===== src/common/pesc_defines.svh =====
`ifndef PESC_DEFINES_SVH
`define PESC_DEFINES_SVH

// Event codes
`define PESC_EVT_LOAD_RETIRED   8'hcb
`define PESC_EVT_FP_TRANS       8'hcc
`define PESC_EVT_ASSIST         8'hcd
`define PESC_EVT_SIMD_RETIRED   8'hce
`define PESC_EVT_SAT_RETIRED    8'hcf
`define PESC_EVT_RAT_STALL      8'hd2

// Unit masks
`define PESC_UM_L2_LINE_MISS    8'h08
`define PESC_UM_DTLB_MISS       8'h10
`define PESC_UM_TO_PACKED_INT   8'h01
`define PESC_UM_TO_FP           8'h02
`define PESC_UM_NONE            8'h00
`define PESC_UM_ROB_READ_PORT   8'h01

// Widths and reset values
`define PESC_CNT_W              40
`define PESC_LANES              4
`define PESC_LANE_W             3
`define PESC_CNT_RESET          40'h00_0000_0000
`define PESC_ADDR_W             48
`define PESC_ADDR_RESET         48'h0000_0000_0000

`endif


===== src/common/pesc_pkg.sv =====
`default_nettype none
package pesc_pkg;
	// Selected event after decode
	typedef enum logic [7:0] {
		PESC_SEL_NONE      = 8'h00,
		PESC_SEL_L2_MISS   = 8'h01,
		PESC_SEL_DTLB_MISS = 8'h02,
		PESC_SEL_TO_PI     = 8'h04,
		PESC_SEL_TO_FP     = 8'h08,
		PESC_SEL_ASSIST    = 8'h10,
		PESC_SEL_SIMD      = 8'h20,
		PESC_SEL_SAT       = 8'h40,
		PESC_SEL_ROB_STALL = 8'h80
	} pesc_sel_t;
	// Instruction class tracked for state transitions
	typedef enum logic [1:0] {
		PESC_ST_FP = 2'h1,
		PESC_ST_PI = 2'h2
	} pesc_state_t;
endpackage
`default_nettype wire


===== src/hw/pesc_counter.sv =====
`timescale 1ns/1ps
`default_nettype none
`include "pesc_defines.svh"

module pesc_counter
	import pesc_pkg::*;
(
	input  wire logic                        clk,
	input  wire logic                        resetn,
	input  wire logic                        enable,
	input  wire logic                        is_first_counter,
	input  wire logic [7:0]                  event_code,
	input  wire logic [7:0]                  unit_mask,
	input  wire logic [`PESC_LANES-1:0]      retire_valid,
	input  wire logic [`PESC_LANES-1:0]      is_load,
	input  wire logic [`PESC_LANES-1:0]      cacheable,
	input  wire logic [`PESC_LANES-1:0]      sw_prefetch,
	input  wire logic [`PESC_LANES-1:0]      blocked,
	input  wire logic [`PESC_LANES-1:0]      faulted,
	input  wire logic [`PESC_LANES-1:0]      l2_line_miss_bus,
	input  wire logic [`PESC_LANES-1:0]      dtlb_miss,
	input  wire logic [`PESC_LANES-1:0]      packed_int,
	input  wire logic [`PESC_LANES-1:0]      saturating,
	input  wire logic [`PESC_ADDR_W-1:0]     next_ip,
	input  wire logic                        fp_issue,
	input  wire logic                        packed_int_issue,
	input  wire logic                        state_empty_exec,
	input  wire logic                        state_altered,
	input  wire logic                        reorder_read_port_stall,
	output logic [`PESC_CNT_W-1:0]           count,
	output logic                             sample_valid,
	output logic [`PESC_ADDR_W-1:0]          sample_addr
);
	pesc_sel_t                  sel;
	logic [`PESC_LANES-1:0]     lane_hit;
	logic [`PESC_LANE_W-1:0]    lane_sum;
	logic                       single_hit;
	logic                       load_event;
	logic                       allowed;
	logic                       last_fp_reg;
	logic                       last_pi_reg;
	logic                       seen_reg;
	logic [`PESC_CNT_W-1:0]     count_reg;
	logic [`PESC_CNT_W-1:0]     count_next;
	logic                       sample_valid_reg;
	logic [`PESC_ADDR_W-1:0]    sample_addr_reg;

	// Decode needs code and mask both to match
	always_comb begin
		sel = PESC_SEL_NONE;
		if (event_code == `PESC_EVT_LOAD_RETIRED && unit_mask == `PESC_UM_L2_LINE_MISS) begin
			sel = PESC_SEL_L2_MISS;
		end else if (event_code == `PESC_EVT_LOAD_RETIRED
			&& unit_mask == `PESC_UM_DTLB_MISS) begin
			sel = PESC_SEL_DTLB_MISS;
		end else if (event_code == `PESC_EVT_FP_TRANS && unit_mask == `PESC_UM_TO_PACKED_INT) begin
			sel = PESC_SEL_TO_PI;
		end else if (event_code == `PESC_EVT_FP_TRANS && unit_mask == `PESC_UM_TO_FP) begin
			sel = PESC_SEL_TO_FP;
		end else if (event_code == `PESC_EVT_ASSIST && unit_mask == `PESC_UM_NONE) begin
			sel = PESC_SEL_ASSIST;
		end else if (event_code == `PESC_EVT_SIMD_RETIRED && unit_mask == `PESC_UM_NONE) begin
			sel = PESC_SEL_SIMD;
		end else if (event_code == `PESC_EVT_SAT_RETIRED && unit_mask == `PESC_UM_NONE) begin
			sel = PESC_SEL_SAT;
		end else if (event_code == `PESC_EVT_RAT_STALL
			&& unit_mask == `PESC_UM_ROB_READ_PORT) begin
			sel = PESC_SEL_ROB_STALL;
		end
	end

	// Load miss events are only honoured on the first counter
	assign load_event = (sel == PESC_SEL_L2_MISS) || (sel == PESC_SEL_DTLB_MISS);
	assign allowed    = enable && (!load_event || is_first_counter);

	// One qualifier per retirement lane
	genvar g;
	generate
		for (g = 0; g < `PESC_LANES; g++) begin : g_lane
			pesc_lane_qual u_qual (
				.retire_valid     (retire_valid[g]),
				.sel              (sel),
				.is_load          (is_load[g]),
				.cacheable        (cacheable[g]),
				.sw_prefetch      (sw_prefetch[g]),
				.blocked          (blocked[g]),
				.faulted          (faulted[g]),
				.l2_line_miss_bus (l2_line_miss_bus[g]),
				.dtlb_miss        (dtlb_miss[g]),
				.packed_int       (packed_int[g]),
				.saturating       (saturating[g]),
				.hit              (lane_hit[g])
			);
		end
	endgenerate

	// Population count so same-cycle hits are all added
	always_comb begin
		lane_sum = '0;
		for (int i = 0; i < `PESC_LANES; i++) begin
			lane_sum = lane_sum + {{(`PESC_LANE_W-1){1'b0}}, lane_hit[i]};
		end
	end

	// Non-lane events: at most one per cycle each
	always_comb begin
		case (sel)
			PESC_SEL_TO_PI:     single_hit = packed_int_issue && seen_reg && last_fp_reg;
			PESC_SEL_TO_FP:     single_hit = fp_issue && seen_reg && last_pi_reg;
			PESC_SEL_ASSIST:    single_hit = state_empty_exec && state_altered;
			PESC_SEL_ROB_STALL: single_hit = reorder_read_port_stall;
			default:            single_hit = 1'b0;
		endcase
	end

	// Last instruction class, tracked regardless of selection
	always_ff @(posedge clk) begin
		if (!resetn) begin
			last_fp_reg <= 1'b0;
			last_pi_reg <= 1'b0;
			seen_reg    <= 1'b0;
		end else if (fp_issue) begin
			last_fp_reg <= 1'b1;
			last_pi_reg <= 1'b0;
			seen_reg    <= 1'b1;
		end else if (packed_int_issue) begin
			last_fp_reg <= 1'b0;
			last_pi_reg <= 1'b1;
			seen_reg    <= 1'b1;
		end
	end

	// Wide counter: wrap is harmless at this width
	assign count_next = count_reg
		+ {{(`PESC_CNT_W-`PESC_LANE_W){1'b0}}, lane_sum}
		+ {{(`PESC_CNT_W-1){1'b0}}, single_hit};

	always_ff @(posedge clk) begin
		if (!resetn) begin
			count_reg <= `PESC_CNT_RESET;
		end else if (allowed) begin
			count_reg <= count_next;
		end
	end

	// Precise sample keeps the address of the following instruction
	always_ff @(posedge clk) begin
		if (!resetn) begin
			sample_valid_reg <= 1'b0;
			sample_addr_reg  <= `PESC_ADDR_RESET;
		end else begin
			sample_valid_reg <= allowed && load_event && (lane_hit != '0);
			if (allowed && load_event && (lane_hit != '0)) begin
				sample_addr_reg <= next_ip;
			end
		end
	end

	assign count        = count_reg;
	assign sample_valid = sample_valid_reg;
	assign sample_addr  = sample_addr_reg;

	// Stall cycle adds exactly one
	property p_stall_count;
		@(posedge clk) disable iff (!resetn)
		(allowed && sel == PESC_SEL_ROB_STALL && reorder_read_port_stall)
		|=> count == $past(count) + 1;
	endproperty
	a_stall_count: assert property (p_stall_count) else $error("stall cycle not counted");

	// Persisting stall counts on consecutive cycles
	property p_stall_repeat;
		@(posedge clk) disable iff (!resetn)
		(allowed && sel == PESC_SEL_ROB_STALL && reorder_read_port_stall) [*2]
		|=> count == $past(count, 2) + 2;
	endproperty
	a_stall_repeat: assert property (p_stall_repeat) else $error("retry stall missed");

	// Mismatched selection never counts
	property p_no_match;
		@(posedge clk) disable iff (!resetn)
		(sel == PESC_SEL_NONE) |=> count == $past(count);
	endproperty
	a_no_match: assert property (p_no_match) else $error("count without match");

	// All lane hits added
	property p_multi;
		@(posedge clk) disable iff (!resetn)
		(allowed && sel == PESC_SEL_SIMD)
		|=> count == $past(count) + $countones($past(retire_valid & packed_int));
	endproperty
	a_multi: assert property (p_multi) else $error("lane hits lost");

	// Prefetch or uncacheable loads never hit, lane by lane so mixed cycles are covered
	property p_prefetch;
		@(posedge clk) disable iff (!resetn)
		(sel == PESC_SEL_L2_MISS || sel == PESC_SEL_DTLB_MISS)
		|-> (lane_hit & (sw_prefetch | ~cacheable)) == '0;
	endproperty
	a_prefetch: assert property (p_prefetch) else $error("excluded load counted");

	// Faulting DTLB misses are dropped on every lane
	property p_fault;
		@(posedge clk) disable iff (!resetn)
		(sel == PESC_SEL_DTLB_MISS)
		|-> (lane_hit & faulted) == '0;
	endproperty
	a_fault: assert property (p_fault) else $error("faulted miss counted");

	// L2 line miss counted when lane 0 qualifies
	property p_l2;
		@(posedge clk) disable iff (!resetn)
		(allowed && sel == PESC_SEL_L2_MISS && retire_valid[0] && is_load[0] && cacheable[0]
			&& !sw_prefetch[0] && !blocked[0] && l2_line_miss_bus[0])
		|=> count > $past(count);
	endproperty
	a_l2: assert property (p_l2) else $error("l2 line miss not counted");

	// Sample address follows the event
	property p_sample;
		@(posedge clk) disable iff (!resetn)
		(allowed && load_event && lane_hit != '0)
		|=> sample_valid && sample_addr == $past(next_ip);
	endproperty
	a_sample: assert property (p_sample) else $error("sample address wrong");

	// Transition counts only after floating point
	property p_to_pi;
		@(posedge clk) disable iff (!resetn)
		(allowed && sel == PESC_SEL_TO_PI && packed_int_issue && !last_fp_reg)
		|=> count == $past(count);
	endproperty
	a_to_pi: assert property (p_to_pi) else $error("false transition");
endmodule // pesc_counter

`default_nettype wire


===== src/hw/pesc_lane_qual.sv =====
`timescale 1ns/1ps
`default_nettype none
`include "pesc_defines.svh"

// Qualifies one retirement lane against the selected event
module pesc_lane_qual
	import pesc_pkg::*;
(
	input  wire logic      retire_valid,
	input  wire pesc_sel_t sel,
	input  wire logic      is_load,
	input  wire logic      cacheable,
	input  wire logic      sw_prefetch,
	input  wire logic      blocked,
	input  wire logic      faulted,
	input  wire logic      l2_line_miss_bus,
	input  wire logic      dtlb_miss,
	input  wire logic      packed_int,
	input  wire logic      saturating,
	output logic           hit
);
	logic load_ok;

	// Only cacheable, non-prefetch loads qualify
	assign load_ok = retire_valid && is_load && cacheable && !sw_prefetch;

	// Blocked loads dropped from L2 line misses only: allowed undercount keeps the path simple
	always_comb begin
		case (sel)
			PESC_SEL_L2_MISS:   hit = load_ok && l2_line_miss_bus && !blocked;
			PESC_SEL_DTLB_MISS: hit = load_ok && dtlb_miss && !faulted;
			PESC_SEL_SIMD:      hit = retire_valid && packed_int;
			PESC_SEL_SAT:       hit = retire_valid && saturating;
			default:            hit = 1'b0;
		endcase
	end
endmodule // pesc_lane_qual

`default_nettype wire

===== config.mk =====
export PLATFORM = sky130hd
export DESIGN_NAME = pesc_counter
export DESIGN_NICKNAME = d
export VERILOG_FILES = /design/src/common/pesc_pkg.sv /design/src/hw/pesc_counter.sv /design/src/hw/pesc_lane_qual.sv
export VERILOG_INCLUDE_DIRS = /design/src /design/src/common
export SDC_FILE = /design/constraint.sdc
export NUM_CORES = 1
export LEC_CHECK = 0
export BUFFER_PORTS_ARGS = -buffer_cell sky130_fd_sc_hd__buf_4
export CAP_MARGIN = 0
export CELL_PAD_IN_SITES_DETAIL_PLACEMENT = 2
export CELL_PAD_IN_SITES_GLOBAL_PLACEMENT = 2
export CORE_UTILIZATION = 23
export CTS_CLUSTER_SIZE = 20
export DETAILED_ROUTE_END_ITERATION = 7
export HOLD_SLACK_MARGIN = 0.05
export PLACE_DENSITY_LB_ADDON = 0.12
export SYNTH_ARGS = -nofsm -noshare
export SYNTH_HDL_FRONTEND = slang
export SYNTH_HIERARCHICAL = 1
export SYNTH_SLANG_ARGS = --single-unit

===== constraint.sdc =====
create_clock -name clk -period 5.1 [get_ports clk]
set_input_delay 0.51 -clock clk [delete_from_list [all_inputs] [get_ports clk]]
set_output_delay 0.51 -clock clk [all_outputs]
set_load 0.02 [all_outputs]

==> key figures, run 1 <==
Outcome
  – Outcome: finished clean

Synthesis
  – Sequential area share after synthesis: 40.8%
  – Top_reg_cell synth: dfxtp_1
  – FF+latch count, synth: 92
  – Synth area leaders: dfxtp_1, nand2_1, a21oi_1
  – Mapped Area: 4510 sq um
  – Synth unique cells: 59
  – EDFF count, synth: 0
  – Mapped Cells: 548
  – Largest family of logic cells by synthesized area: simple AND/OR/NAND/NOR gates
  – Adder-Cell Fraction of Synth Area: 2.44%
  – Synth Area in Simple Gates: 32.2%
  – Synth top area share: 40.8%
  – Count leader, synth: nand2_1
  – Synth Area in XOR/XNOR: 0.971%
  – Syn nets: 668
  – Compound-gate portion of the synthesized area: 18.7%
  – Commonest cells in the synthesized netlist: nand2_1, dfxtp_1, a21oi_1, or3_1, inv_1
  – Post-Synthesis Mean Instance Area: 8.23 sq um
  – Leading area contributor after synthesis: dfxtp_1
  – Async set-or-reset flop fraction in the synthesized netlist: 0%
  – Mux share of post-synthesis cell area: 1.11%
  – Synth warn: 6

Timing
  – Tcrit/Tclk final: 97.8%
  – Fmax: 201 MHz
  – Fin. max-slew vios: 0
  – Hold WS: 0.354 ns
  – Normalized max-slew margin: 24.6%
  – RSZ-0062 raised after global routing: yes
  – Setup_tns: 0 ns
  – Crit path time final: 4.99 ns
  – Hold Violations, Final: 0
  – Worst Tran Pin Value: 1.13 ns
  – Fin worst setup slack: 0.113 ns
  – Final Skew: 0.00843 ns
  – Final setup violation count: 0

Worst setup path
  – CP Capture Type: flip-flop
  – Req. time, crit path: 5.37 ns
  – CP top delay family: simple AND/OR/NAND/NOR gates
  – Crit-path max cell delay: 0.51 ns
  – CP Class: input pin to flip-flop
  – CP bufs+invs: 8
  – Worst Setup Start Kind: input pin
  – Cell Chain, Critical Path: buf_4 -> and4bb_2 -> buf_4 -> nand4_4 -> nor3b_4 -> buf_4 -> buf_4 -> nor3b_1 -> o2111ai_2 -> a211oi_4 -> fa_1 -> inv_2 -> fa_1 -> inv_1 -> ha_2 -> inv_2 -> fa_2 -> nand2b_4 -> a2111oi_4 -> buf_4 -> o211ai_4 -> or4_4 -> a21oi_2
  – CP dominant cell by count: buf_4
  – Slowest cell on crit path: or4_4
  – Worst EP arrival: 5.26 ns
  – Crit path max fanout: 5

Cells and area
  – Total Nets Final: 915
  – FILL cells: 2,163
  – Final Instance Count excl. Fillers: 1,060
  – Core Util, Final: 37.9%
  – Largest register FFs: 48
  – Share of cells above drive strength 1: 41.1%
  – Inserted Diodes: 0
  – Final instance area: 7180 sq um
  – Area grow syn2layout: 59.3%

Routing
  – Iter 0 DRT Violations: 121
  – DRT antenna net count: 0
  – Routed WL: 18,600 um
  – DRC errors left: 0
  – Wire length per cell: 17.5 um
  – Via count: 5,097
  – Post-DR vias/cell: 4.81
  – DR pass1 iterations: 4

Floorplanning
  – Core Box Area: 19,000 sq um
  – Die area: 20,200 sq um
  – Initial core utilization: 23.8%
  – Top Ports: 202
  – Row count: 50
  – Die width: 142 um
  – Chip Height: 142 um

GRT
  – Grt ovf: 0
  – Global-route wire length before repair: 29,600 um
  – Pin count of the biggest net entering global routing: 56
  – Initial antenna violation count: 0
  – All-layer global routing usage: 18.8%
  – Vias in the first global route: 5,687

Power and ir drop
  – VDD IR-drop max: 0.143 mV
  – Pwr Total: 1.54 mW
  – Lkg Pwr: 2.88 nW
  – Pwr dens: 215 nW/um^2

CTS
  – Clock slew at reported path FFs: 0.07 ns
  – Number of H-tree levels: 3
  – Clock tree buffer depth: 2
  – Clk_lat worst skew: 0.35 ns
  – Clock sinks: 92
  – Cts hold-fix bufs: 0
  – TritonCTS clock tree: built
  – Clock Tree Root: clkbuf_16
  – CTS buffer count: 9

Place
  – Placed cell count: 1,024
  – Placer Congestion: 0.800
  – Port Buffer Count: 201
  – Final HPWL DP: 14,000 um
  – Place WS: -0.644 ns
  – Area post-placement: 6580 sq um

Worst hold path
  – Min-delay worst type: input pin to flip-flop

Flow run
  – Max cap viols: 0
## routing by layer
| layer | GRT usage, % | wire length (um) |
|---|---|---|
| met1 | 21.2 | 7710 |
| met5 | 0 | 0 |
| met3 | 3.50 | 654 |
| met4 | 5.49 | 300 |
| met2 | 35.4 | 9900 |
## worst paths after layout
check	start	to	slack [ns]	cells past startpoint
min	fp_issue	last_pi_reg$_SDFFE_PP0P_	0.35	2
min reg2reg	sample_addr[11]$_SDFFE_PN0P_	sample_addr[11]$_SDFFE_PN0P_	0.46	2
max	event_code[6]	count[38]$_SDFFE_PN0P_	0.11	23
max reg2reg	count[0]$_SDFFE_PN0P_	count[38]$_SDFFE_PN0P_	1.50	13
## repair_timing
| item | in CTS | in global routing |
|---|---|---|
| gates cloned | 1 | 0 |
| pin swaps | 16 | 19 |
| gates resized for setup | 13 | 20 |
| endpoints found under the setup margin | 14 | 14 |
| setup buffers | 15 | 4 |
## cells by family (layout without fill, tap and decap cells)
group	after synthesis	after routing
compound gates	138	139
flops	92	92
buf+inv	42	293
mux	5	5
fa+ha+maj	7	7
simple gates	259	259
xor+xnor	5	5
## report_power, final
group | leakage [nW] | internal (mW) | switching, mW
clock network | 0.143 | 0.385 | 0.315
logic | 2.00 | 0.0733 | 0.0498
registers | 0.741 | 0.719 | 0.000940
total | 2.88 | 1.18 | 0.365
## cell usage in the layout (no fill, tap or decap), types with 9 or more instances in the layout
master / Yosys / routed
inv_1: 18 / 16
nor3b_1: 16 / 14
nand3_1: 13 / 13
a21oi_1: 82 / 79
dfxtp_1: 92 / 92
o21ai_0: 15 / 15
nand2_1: 111 / 111
nor2_1: 14 / 14
clkbuf_16: 0 / 9
or3_1: 25 / 24
buf_4: 1 / 252
## area by class of cell
| cell class | count | area, sq um | area share (%) |
|---|---|---|---|
| clock buffers | 10 | 229 | 3.19 |
| clock inverters | 6 | 72.6 | 1.01 |
| inverters | 19 | 71.3 | 0.993 |
| multi-input cells | 415 | 2690 | 37.4 |
| flip-flops and latches | 92 | 1840 | 25.6 |
| well taps | 260 | 325 | 4.53 |
| repair buffers | 258 | 1960 | 27.3 |
(Power assumes the default switching activity.)
==> inputs of run 2 (changes only) <==
- ABC_AREA: unset -> 1
- CORE_UTILIZATION: 23 -> 22
==> run 2 against run 1 <==
  * Area after synthesis increased by 24%
  * Count of clock-buffer cells in the layout fell by 1
  * Synthesized cell count up 73%
  * Highest routed layer unchanged
  * Fmax grew 11%
  * Power up 2.3%
  * Critical path depth up 5
  * Sequential power about the same
  * Core utilization decreased by 7.0 points
  * Flip-flop and latch count is the same
  * Die area up 30%
  * Via count is 26% higher
==> key figures, run 2 <==
Outcome
  – Outcome: finished clean

Routing
  – DRC errors left: 0
  – Via count: 6,397
  – Wire length per cell: 15.1 um
  – Routed WL: 22,300 um
  – DR pass1 iterations: 5
  – DRT antenna net count: 0
  – Iter 0 DRT Violations: 169
  – Post-DR vias/cell: 4.34

Synthesis
  – Leading area contributor after synthesis: dfxtp_1
  – Synth area leaders: dfxtp_1, nand2_1, nor2_1
  – Async set-or-reset flop fraction in the synthesized netlist: 0%
  – Synth top area share: 32.8%
  – Synth unique cells: 25
  – Synth warn: 6
  – Syn nets: 1,066
  – EDFF count, synth: 0
  – Sequential area share after synthesis: 32.8%
  – Top_reg_cell synth: dfxtp_1
  – FF+latch count, synth: 92
  – Mapped Cells: 946
  – Mapped Area: 5610 sq um
  – Commonest cells in the synthesized netlist: nand2_1, nor2_1, inv_1, dfxtp_1, nand3_1
  – Post-Synthesis Mean Instance Area: 5.93 sq um
  – Count leader, synth: nand2_1

CTS
  – Setup Fix Bufs, Post-CTS: 0
  – Cts hold-fix bufs: 0
  – CTS buffer count: 9
  – Clock sinks: 92
  – Number of H-tree levels: 3
  – Clock Tree Root: clkbuf_16
  – TritonCTS clock tree: built
  – Clock slew at reported path FFs: 0.08 ns
  – Clock tree buffer depth: 2
  – Clk_lat worst skew: 0.36 ns
  – Post-CTS Resized: 0

Floorplanning
  – Top Ports: 202
  – Die width: 162 um
  – Initial core utilization: 22.4%
  – Core Box Area: 25,100 sq um
  – Row count: 58
  – Chip Height: 162 um
  – Die area: 26,200 sq um

Cells and area
  – Largest register FFs: 48
  – Most frequent cells in the layout: nand2_1, buf_4, nor2_1, inv_1, dfxtp_1
  – Area grow syn2layout: 38.2%
  – Core Util, Final: 30.9%
  – Inserted Diodes: 0
  – Share of cells above drive strength 1: 22.3%
  – FILL cells: 3,148
  – Commonest non-fill, non-tap cell in the layout: nand2_1
  – Total Nets Final: 1,258

Worst setup path
  – Crit path max fanout: 5
  – CP top delay family: adder cells
  – Req. time, crit path: 5.38 ns
  – CP bufs+invs: 7
  – Worst EP arrival: 4.78 ns
  – CP dominant cell by count: nand2_1
  – Worst Setup Start Kind: input pin
  – CP Class: input pin to flip-flop
  – CP Capture Type: flip-flop
  – Crit-path max cell delay: 0.51 ns
  – Slowest cell on crit path: fa_1

Timing
  – Crit path time final: 4.50 ns
  – Hold Violations, Final: 0
  – Tcrit/Tclk final: 88.2%
  – Hold WS: 0.335 ns
  – RSZ-0062 raised after global routing: no
  – Worst Tran Pin Value: 0.860 ns
  – Final setup violation count: 0
  – Fmax: 222 MHz
  – Setup_tns: 0 ns
  – Final Skew: 0.0111 ns
  – Normalized max-slew margin: 42.5%
  – Fin. max-slew vios: 0

Power and ir drop
  – Pwr Total: 1.58 mW
  – Pwr dens: 204 nW/um^2
  – VDD IR-drop max: 0.127 mV
  – Lkg Pwr: 3.76 nW

GRT
  – Grt ovf: 0
  – Vias in the first global route: 6,783
  – Initial antenna violation count: 0
  – All-layer global routing usage: 17.4%
  – Global-route wire length before repair: 35,900 um
  – Pin count of the biggest net entering global routing: 53

Place
  – Placer Congestion: 0.826
  – Final HPWL DP: 17,500 um
  – Port Buffer Count: 201

Flow run
  – Max cap viols: 0

Worst hold path
  – Min-delay worst type: input pin to flip-flop
## run 2: cell count changes in the layout (fill, tap and decap cells not counted), sizes merged, moves of 9 or more
cell,before,now
xor2,2,12
o21ai,25,5
nand2,111,333
buf,258,209
a21oi,82,41
nand3,15,46
or4,9,0
or3,25,0
nor3b,16,0
nor2,14,212
xnor2,3,13
inv,20,124
## run 2: final timing paths
path	cells after the start	end	slack [ns]	from
max	28	count[30]$_SDFFE_PN0P_	0.60	event_code[3]
min reg2reg	2	last_pi_reg$_SDFFE_PP0P_	0.50	last_pi_reg$_SDFFE_PP0P_
min	2	last_pi_reg$_SDFFE_PP0P_	0.33	fp_issue
max reg2reg	16	count[30]$_SDFFE_PN0P_	1.66	count[0]$_SDFFE_PN0P_
## run 2: report_power, final
part / total, mW / internal, mW / leakage [nW] / switching [mW]
sequential: 0.723 / 0.720 / 0.742 / 0.00242
combinational: 0.126 / 0.0674 / 2.87 / 0.0589
clock: 0.730 / 0.354 / 0.152 / 0.376
total: 1.58 / 1.14 / 3.76 / 0.437
## run 2: metal layers
metal / GRT usage, % / wire [um] / up-vias / share of wire, %
met5: 0 / 0 / - / 0
met4: 3.30 / 174 / 0 / 0.78
met3: 5.77 / 1690 / 9 / 7.6
met2: 29.2 / 10100 / 142 / 45
met1: 21.7 / 10300 / 3007 / 46
li1: - / - / 3239 / -
## run 2: area by class of cell
type | instances | area (sq um) | share of cell area [%]
multi-input combinational | 705 | 3160 | 40.8
sequential | 92 | 1840 | 23.7
timing repair buffer | 209 | 1570 | 20.2
inverter | 121 | 454 | 5.86
tap | 330 | 413 | 5.32
clock buffer | 9 | 225 | 2.90
clock inverter | 7 | 91.3 | 1.18
## run 2: stage by stage
| step | cells | setup WS [ns] | area, sq um |
|---|---|---|---|
| finish | 1473 | 0.601 | 7760 |
| global route | 1473 | 0.130 | 7760 |
| CTS | 1473 | 0.530 | 7760 |
| detailed placement | 1457 | 0.219 | 7440 |
| global placement | 1457 | 0.315 | 7440 |
| floorplan | 946 | 0.572 | 5610 |
## run 2: cells by family after synthesis
group | count (synthesis) | synth area share, %
and+or+nand+nor | 627 | 46.2
buffers and inverters | 149 | 10.9
DFF | 92 | 32.8
AOI/OAI and AO/OA | 46 | 4.30
xor gates and xnor gates | 25 | 3.90
adders and majority gates | 7 | 1.96
